$ cat src/inc/pcs_defs.vh
`ifndef PCS_DEFS_VH
`define PCS_DEFS_VH

// ----------------------------------------
// counter and stack geometry
// ----------------------------------------
`define PCS_PC_WIDTH 13
`define PCS_LOW_WIDTH 8
`define PCS_HIGH_WIDTH 5
`define PCS_TARGET_WIDTH 11
`define PCS_STACK_DEPTH 8
`define PCS_PTR_WIDTH 3

// ----------------------------------------
// field positions
// ----------------------------------------
`define PCS_LATCH_PAGE_HI 4
`define PCS_LATCH_PAGE_LO 3
`define PCS_PC_PAGE_HI 12
`define PCS_PC_PAGE_LO 11

// ----------------------------------------
// reset values
// ----------------------------------------
`define PCS_PC_RESET 13'h0000
`define PCS_PTR_RESET 3'h0
`define PCS_ENTRY_RESET 13'h0000
`define PCS_LOW_RESET 8'h00

// ----------------------------------------
// interrupt vector address
// ----------------------------------------
`define PCS_VECTOR_ADDR 13'h0004

`endif

$ cat src/rtl/pcs_counter.v
`timescale 1ns/1ps
`include "pcs_defs.vh"

// Function
// - a 13-bit counter addresses the next fetch and its low byte reads and writes.
// - the upper five bits have no direct write path of their own and are not exposed.
// - reset clears the whole counter to zero.
// - a low-byte write loads the upper five bits from the latch in the same step.
// - call and jump take 11 bits from the instruction and bits 12:11 from latch bits 4:3.
// - call and interrupt vectoring push the full 13-bit return address.
// - any return pops the top entry into the whole counter.
// - pushes and pops leave the latch untouched.
// - the stack is 8 entries of 13 bits with a hidden pointer.
// - the stack is circular, the ninth push overwriting the first.
// - no overflow or underflow indication exists.
module pcs_counter #(
    parameter PC_W = `PCS_PC_WIDTH,
    parameter DEPTH = `PCS_STACK_DEPTH,
    parameter [PC_W-1:0] VECTOR_ADDR = `PCS_VECTOR_ADDR
) (
    input wire ref_clk_in, // core clock
    input wire rst_n_in, // sync reset, active low
    input wire step_in, // one instruction completes
    input wire low_write_in, // result goes to counter_low_byte
    input wire [7:0] low_data_in, // value written to low byte
    input wire [4:0] upper_address_latch_in, // latch contents, owned by core
    input wire jump_op_in, // jump instruction
    input wire call_op_in, // call instruction
    input wire [10:0] target_in, // instruction-word target bits
    input wire return_op_in, // plain return
    input wire return_with_literal_op_in, // return with literal
    input wire interrupt_return_op_in, // return from interrupt
    input wire irq_vector_in, // interrupt vectoring
    output reg [PC_W-1:0] pc_out, // fetch address
    output reg [7:0] counter_low_byte_out // readable low byte
);

    reg [PC_W-1:0] pc_q;
    reg [PC_W-1:0] pc_d;
    reg push;
    reg pop;
    wire any_return;
    wire [PC_W-1:0] pc_inc;
    wire [PC_W-1:0] stack_top;

    assign any_return = return_op_in | return_with_literal_op_in | interrupt_return_op_in;
    assign pc_inc = pc_q + {{(PC_W-1){1'b0}}, 1'b1};

    // ----------------------------------------
    // next counter value, priority order
    // ----------------------------------------
    always @*
    begin
        pc_d = pc_q;
        push = 1'b0;
        pop = 1'b0;
        if (step_in)
        begin
            if (irq_vector_in)
            begin
                push = 1'b1;
                pc_d = VECTOR_ADDR;
            end
            else if (call_op_in)
            begin
                push = 1'b1;
                pc_d = {upper_address_latch_in[`PCS_LATCH_PAGE_HI:`PCS_LATCH_PAGE_LO], target_in};
            end
            else if (jump_op_in)
                pc_d = {upper_address_latch_in[`PCS_LATCH_PAGE_HI:`PCS_LATCH_PAGE_LO], target_in};
            else if (any_return)
            begin
                pop = 1'b1;
                pc_d = stack_top;
            end
            else if (low_write_in)
                pc_d = {upper_address_latch_in, low_data_in};
            else
                pc_d = pc_inc;
        end
    end

    // ----------------------------------------
    // counter register, outputs from flops
    // ----------------------------------------
    always @(posedge ref_clk_in)
    begin
        if (!rst_n_in)
        begin
            pc_q <= `PCS_PC_RESET;
            pc_out <= `PCS_PC_RESET;
            counter_low_byte_out <= `PCS_LOW_RESET;
        end
        else
        begin
            pc_q <= pc_d;
            pc_out <= pc_d;
            counter_low_byte_out <= pc_d[7:0];
        end
    end

    // ----------------------------------------
    // return-address stack; latch is input only
    // ----------------------------------------
    pcs_stack #(
        .WIDTH(PC_W),
        .DEPTH(DEPTH),
        .PTR_W(`PCS_PTR_WIDTH)
    ) u_stack (
        .ref_clk_in(ref_clk_in),
        .rst_n_in(rst_n_in),
        .push_in(push),
        .pop_in(pop),
        .push_data_in(irq_vector_in ? pc_q : pc_inc),
        .top_out(stack_top)
    );

endmodule // pcs_counter

$ cat src/rtl/pcs_stack.v
`timescale 1ns/1ps
`include "pcs_defs.vh"

// circular return-address stack, no overflow or underflow indication
module pcs_stack #(
    parameter WIDTH = `PCS_PC_WIDTH,
    parameter DEPTH = `PCS_STACK_DEPTH,
    parameter PTR_W = `PCS_PTR_WIDTH
) (
    input wire ref_clk_in, // core clock
    input wire rst_n_in, // sync reset, active low
    input wire push_in, // store push_data_in on top
    input wire pop_in, // remove top entry
    input wire [WIDTH-1:0] push_data_in, // return address to store
    output wire [WIDTH-1:0] top_out // current top entry
);

    reg [WIDTH-1:0] entry_q [0:DEPTH-1];
    reg [PTR_W-1:0] ptr_q; // next free slot, hidden from software
    wire [PTR_W-1:0] top_idx;

    assign top_idx = ptr_q - {{(PTR_W-1){1'b0}}, 1'b1};
    assign top_out = entry_q[top_idx];

    // ----------------------------------------
    // pointer wraps modulo depth
    // ----------------------------------------
    always @(posedge ref_clk_in)
    begin
        if (!rst_n_in)
            ptr_q <= `PCS_PTR_RESET;
        else if (push_in)
            ptr_q <= ptr_q + {{(PTR_W-1){1'b0}}, 1'b1};
        else if (pop_in)
            ptr_q <= top_idx;
    end

    // ----------------------------------------
    // entries, one per slot
    // ----------------------------------------
    genvar gi;
    generate
        for (gi = 0; gi < DEPTH; gi = gi + 1)
        begin : g_entry
            // slot index at pointer width, genvars take no part-select
            localparam [PTR_W-1:0] SLOT = gi;
            always @(posedge ref_clk_in)
            begin
                if (!rst_n_in)
                    entry_q[gi] <= `PCS_ENTRY_RESET;
                else if (push_in && ptr_q == SLOT)
                    entry_q[gi] <= push_data_in;
            end
        end
    endgenerate

endmodule // pcs_stack

$ cat config.mk
export PLATFORM = sky130hd
export DESIGN_NAME = pcs_counter
export DESIGN_NICKNAME = d
export VERILOG_FILES = /design/src/rtl/pcs_counter.v /design/src/rtl/pcs_stack.v
export VERILOG_INCLUDE_DIRS = /design/src /design/src/inc
export SDC_FILE = /design/constraint.sdc
export NUM_CORES = 1
export LEC_CHECK = 0
export BUFFER_PORTS_ARGS = -buffer_cell sky130_fd_sc_hd__buf_4
export CORE_MARGIN = 10
export CORE_UTILIZATION = 60
export DETAILED_ROUTE_END_ITERATION = 16
export GPL_ROUTABILITY_DRIVEN = 0
export PLACE_DENSITY_LB_ADDON = 0.1
export SYNTH_ARGS = -nofsm -noshare
export SYNTH_HDL_FRONTEND = slang
export SYNTH_HIERARCHICAL = 1
export SYNTH_SLANG_ARGS = --single-unit
$ cat constraint.sdc
create_clock -name ref_clk_in -period 3.1 [get_ports ref_clk_in]
set_clock_uncertainty 0.05 [all_clocks]
set_input_delay 0.31 -clock ref_clk_in [delete_from_list [all_inputs] [get_ports ref_clk_in]]
set_output_delay 0.31 -clock ref_clk_in [all_outputs]
set_load 0.005 [all_outputs]
# Word level (Yosys, flattened, before mapping)
# Memories as Yosys holds them, arrays and structs flattened.
# Cells that the tools add are included.
# word_totals
ff_bits	16
latchBits	0
ram_bits	104
romBits	0
in_bits	34
output_inout_bits	21
word_cells	83
n_memories	1
# memory_table
name	words	word_bits	rd	rd_clocked_by_memory_dff	write_ports	line	text
u_stack.entry_q	8	13	1	0	8	pcs_stack.v:18	reg [WIDTH-1:0] entry_q [0:DEPTH-1];
# op_classes
add_sub_neg	3
multipliers	0
div_mod_pow	0
order_cmp	0
eq_ne	7
shifts	0
mux	49
bitwise	10
n_reduce_logical	10
# ops
cell	n
$mux 13	14
$mux 1	33
$add 13x1->13 const B	1
$eq 3x3->1 const B	4
$or 1x1->1	10
$logic_and 1x1->1	8
$eq 3x2->1 const B	2
$mux 3	2
$add 3x1->3 const B	1
$eq 3x1->1 const B	1
$logic_not 3->1	1
$sub 3x1->3 const B	1
$reduce_bool 2->1	1

# Longest topological paths before layout
# depth
depth_word	9
mapped_depth	13
ltp_nobuf	9

# By module
# The synthesis kept the hierarchy.
# by_module_without_submodules
mod	instances	cells_each	area_per_inst_um2	seq_area_each_um2
pcs_stack	1	405	5167.5	3183.1
pcs_counter	1	195	1376.3	260.2

# Least setup slack after synthesis
# OpenSTA, ideal clock, no wires.
# synth_timing
path_kind	register -> register
from	register u_stack.ptr_q[0]
to	register pc_q[8]
setup_time_ps	118
arrival_ps	2481
t_required_ps	2932
setup_slack_ps	451
stages_incl_launch_ff	13
n_path_buf	4
period_less_slack_ps	2649
cell_sequence	dfxtp_1 buf_2 inv_2 clkbuf_1 ha_1 buf_2 buf_2 mux2i_1 nand3_1 and4_1 o21ai_0 o221ai_1 o2111a_1
# synth_via
elab_chain_cells	6
# synth_rtl
element	line	text
start: declaration	pcs_stack.v:19	reg [PTR_W-1:0] ptr_q;
start signal: assignment	pcs_stack.v:31	ptr_q <= `PCS_PTR_RESET;
start signal: assignment	pcs_stack.v:33	ptr_q <= ptr_q + {{(PTR_W-1){1'b0}}, 1'b1};
start signal: assignment	pcs_stack.v:35	ptr_q <= top_idx;
$sub 3x1->3	pcs_stack.v:22	assign top_idx = ptr_q - {{(PTR_W-1){1'b0}}, 1'b1};
$mem_v2 8x13	-	
named net stack_top[8]	pcs_counter.v:44	wire [PC_W-1:0] stack_top;
$mux 13	pcs_counter.v:71	else if (any_return)
$mux 13	pcs_counter.v:69	else if (jump_op_in)
$mux 13	pcs_counter.v:64	else if (call_op_in)
$mux 13	pcs_counter.v:59	if (irq_vector_in)
end signal: assignment	pcs_counter.v:90	pc_q <= `PCS_PC_RESET;
end signal: assignment	pcs_counter.v:96	pc_q <= pc_d;
end: declaration	pcs_counter.v:38	reg [PC_W-1:0] pc_q;
# The timed path passes the listed nets, and every way through them passes these cells.
# A chain may end at the register's enable or synchronous reset.

# Worst setup path in the final report
# layout_timing
from	register u_stack.ptr_q[1]
to	register pc_q[10]
# Same word-level chain as after synthesis.

==> flow_metrics.env <==
export IMPL_first_pass_iters=5
export IMPL_grt_pass1_wl_um=28300
export IMPL_place_hpwl_um=11100
export IMPL_cp_arrival_ps=3020
export IMPL_seq_area_um2=3440
export IMPL_worst_pin_slew_ps=805
export IMPL_htreeDepth=4
export IMPL_ioPinCount=55
export IMPL_die_area_um2=15500
export IMPL_rrSetupSlack_ps=460
export IMPL_dpl_instance_area_um2=6990
export IMPL_drc=0
export IMPL_place_ws_ps=537
export IMPL_max_slew_margin_rel=0.462
export IMPL_layout_common_cells="edfxtp_1 (104), and3_1 (87), buf_4 (68)"
export IMPL_syn_instance_count=600
export IMPL_drt_vias_per_instance=6.41
export IMPL_synth_area_um2=6540
export IMPL_track_usage=0.228
export IMPL_start_util=0.609
export IMPL_leakage_uw=0.00319
export IMPL_stdcell_count=787
export IMPL_ys_flop_type="edfxtp_1"
export IMPL_cp_required_ps=3470
export IMPL_syn_nets=641
export IMPL_fin_tns_setup_ps=0
export IMPL_synth_cell_types=51
export IMPL_multiInputGateArea_um2=2810
export IMPL_p_total_uw=4440
export IMPL_portBuffers=54
export IMPL_synth_seq_area_share=0.526
export IMPL_clk_pin_slew_worst_paths_ps=60
export IMPL_cts_sinks=120
export IMPL_fin_nets=676
export IMPL_drive_above_1_share=0.168
export IMPL_drtIter0Drc=756
export IMPL_yosys_register_bits=120
export IMPL_fill_cells=794
export IMPL_hold_viol_final=0
export IMPL_avgSynthCellArea_um2=10.9
export IMPL_drt_wl_total_um=17800
export IMPL_hp_class="primary input to register"
export IMPL_outcome="finished, final reports clean"
export IMPL_yosys_warnings=6
export IMPL_setup_viol=0
export IMPL_setup_slack_ps=456
export IMPL_period_minus_slack_ps=2640
export IMPL_stdcell_area_um2=7530
export IMPL_ir_drop_mv=0.443
export IMPL_grt_setup_unrepaired="no"
export IMPL_fmax_mhz=378
export IMPL_finalCritPeriodShare=0.853
export IMPL_diodes=0
export IMPL_final_common_cell="edfxtp_1"
export IMPL_maxCapViolations=0
export IMPL_cts_tree="built"
export IMPL_root_buffer="clkbuf_8"
export IMPL_grt_pass1_vias=5118
export IMPL_postRouteAntennaNets=0
export IMPL_overflow=0
export IMPL_antenna_found_initial=0
export IMPL_core_um2=10700
export IMPL_numCtsBuffers=17
export IMPL_die_y_um=124
export IMPL_maxSlewViolCount=0
export IMPL_placed_cells=755
export IMPL_rows=38
export IMPL_ctsResizeCount=0
export IMPL_synth_edff_count=104
export IMPL_vias=5047
export IMPL_syn2layout_area_growth_pct=15.1
export IMPL_worst_path_max_fanout=12
export IMPL_cp_end_kind="register"
export IMPL_startpoint_type="register"
export IMPL_cts_buffer_depth=2
export IMPL_clock_latency_ps=530
export IMPL_grt_max_degree=40
export IMPL_die_x_um=124
export IMPL_synthArstFlopShare=0
export IMPL_path_class="register to register"
export IMPL_power_density_nw_per_um2=590
export IMPL_wire_per_inst_um=22.6
cells by family after synthesis:
| family | after synthesis | synth area share |
|---|---|---|
| adder cells (fa/ha/maj) | 7 | 0.0134 |
| flip-flops | 120 | 0.526 |
| XOR/XNOR | 21 | 0.0304 |
| buffers and inverters | 62 | 0.0449 |
| AND/OR/NAND/NOR | 281 | 0.247 |
| AO/OA/AOI/OAI | 53 | 0.0520 |
| multiplexers | 56 | 0.0860 |
worst max-delay path, cell delays in order (launching register included):
cell and delay [ps]:
dfxtp_1 410, inv_1 110, ha_2 570, buf_4 320, mux2i_1 240, nand3_1 110
and4_1 230, nor2_1 130, o21ai_0 120, a21oi_1 140, o21ai_0 90
stage by stage:
stage | hold slack [ps] | utilization
global route | 42.6 | 0.701
global placement | 499 | 0.650
floorplan | 416 | -
detailed placement | 504 | 0.650
CTS | 3.87 | 0.701
finish | 18.6 | 0.701
per-layer routing:
layer,routed length [µm],track usage
met1,7360,0.288
met3,1490,0.0545
met2,8610,0.372
met5,0,0
met4,306,0.0816
final cells by class:
class | instances | area share
repair buffers | 70 | 0.0718
clock buffers | 20 | 0.0565
well taps | 140 | 0.0233
flip-flops and latches | 120 | 0.457
clock inverters | 11 | 0.0143
inverters | 8 | 0.00399
multi-input cells | 418 | 0.373
path summary, 6_finish.rpt:
kind | end | cells after the start | startpoint
setup / recovery | pc_q[10]$_SDFFE_PN0P_ | 10 | u_stack/ptr_q[1]$_SDFFE_PN0P_
hold / removal | pc_q[10]$_SDFFE_PN0P_ | 3 | target_in[10]
setup reg to reg | pc_q[10]$_SDFFE_PN0P_ | 10 | u_stack/ptr_q[1]$_SDFFE_PN0P_
hold reg to reg | pc_q[1]$_SDFFE_PN0P_ | 2 | pc_q[1]$_SDFFE_PN0P_
power by group:
group | total [µW] | switching [µW] | internal, µW
clock | 1810 | 687 | 1120
combinational | 758 | 466 | 292
sequential | 1870 | 42.0 | 1830
timing repair:
action                    4_1_cts  5_1_grt
hold endpoints to repair        1        0
hold buffers                    1        0
buffers inserted                0        0
sequential cells by signal, summed over array words and instances, names as in the netlist:
name / count
pc_q: 13
u_stack/ptr_q: 3
u_stack/entry_q: 104
cell usage after synthesis, types with 3 or more instances:
cell type | n | area share
nand3_1 | 65 | 0.050
edfxtp_1 | 104 | 0.48
and3_1 | 87 | 0.083
xnor2_1 | 10 | 0.013
and2_1 | 27 | 0.026
mux2i_1 | 54 | 0.083
nor2_1 | 20 | 0.011
o221ai_1 | 3 | 0.0040
and4_1 | 14 | 0.019
nand2b_1 | 5 | 0.0048
xor2_1 | 9 | 0.012
a21oi_1 | 10 | 0.0076
nor2b_1 | 7 | 0.0067
nor3_1 | 8 | 0.0061
buf_1 | 3 | 0.0017
a221oi_1 | 4 | 0.0054
ha_1 | 7 | 0.013
o21ai_0 | 20 | 0.015
inv_1 | 6 | 0.0034
nand2_1 | 31 | 0.018
buf_4 | 10 | 0.011
clkbuf_1 | 22 | 0.013
dfxtp_1 | 16 | 0.049
buf_2 | 18 | 0.014
(Power assumes the default switching activity.)
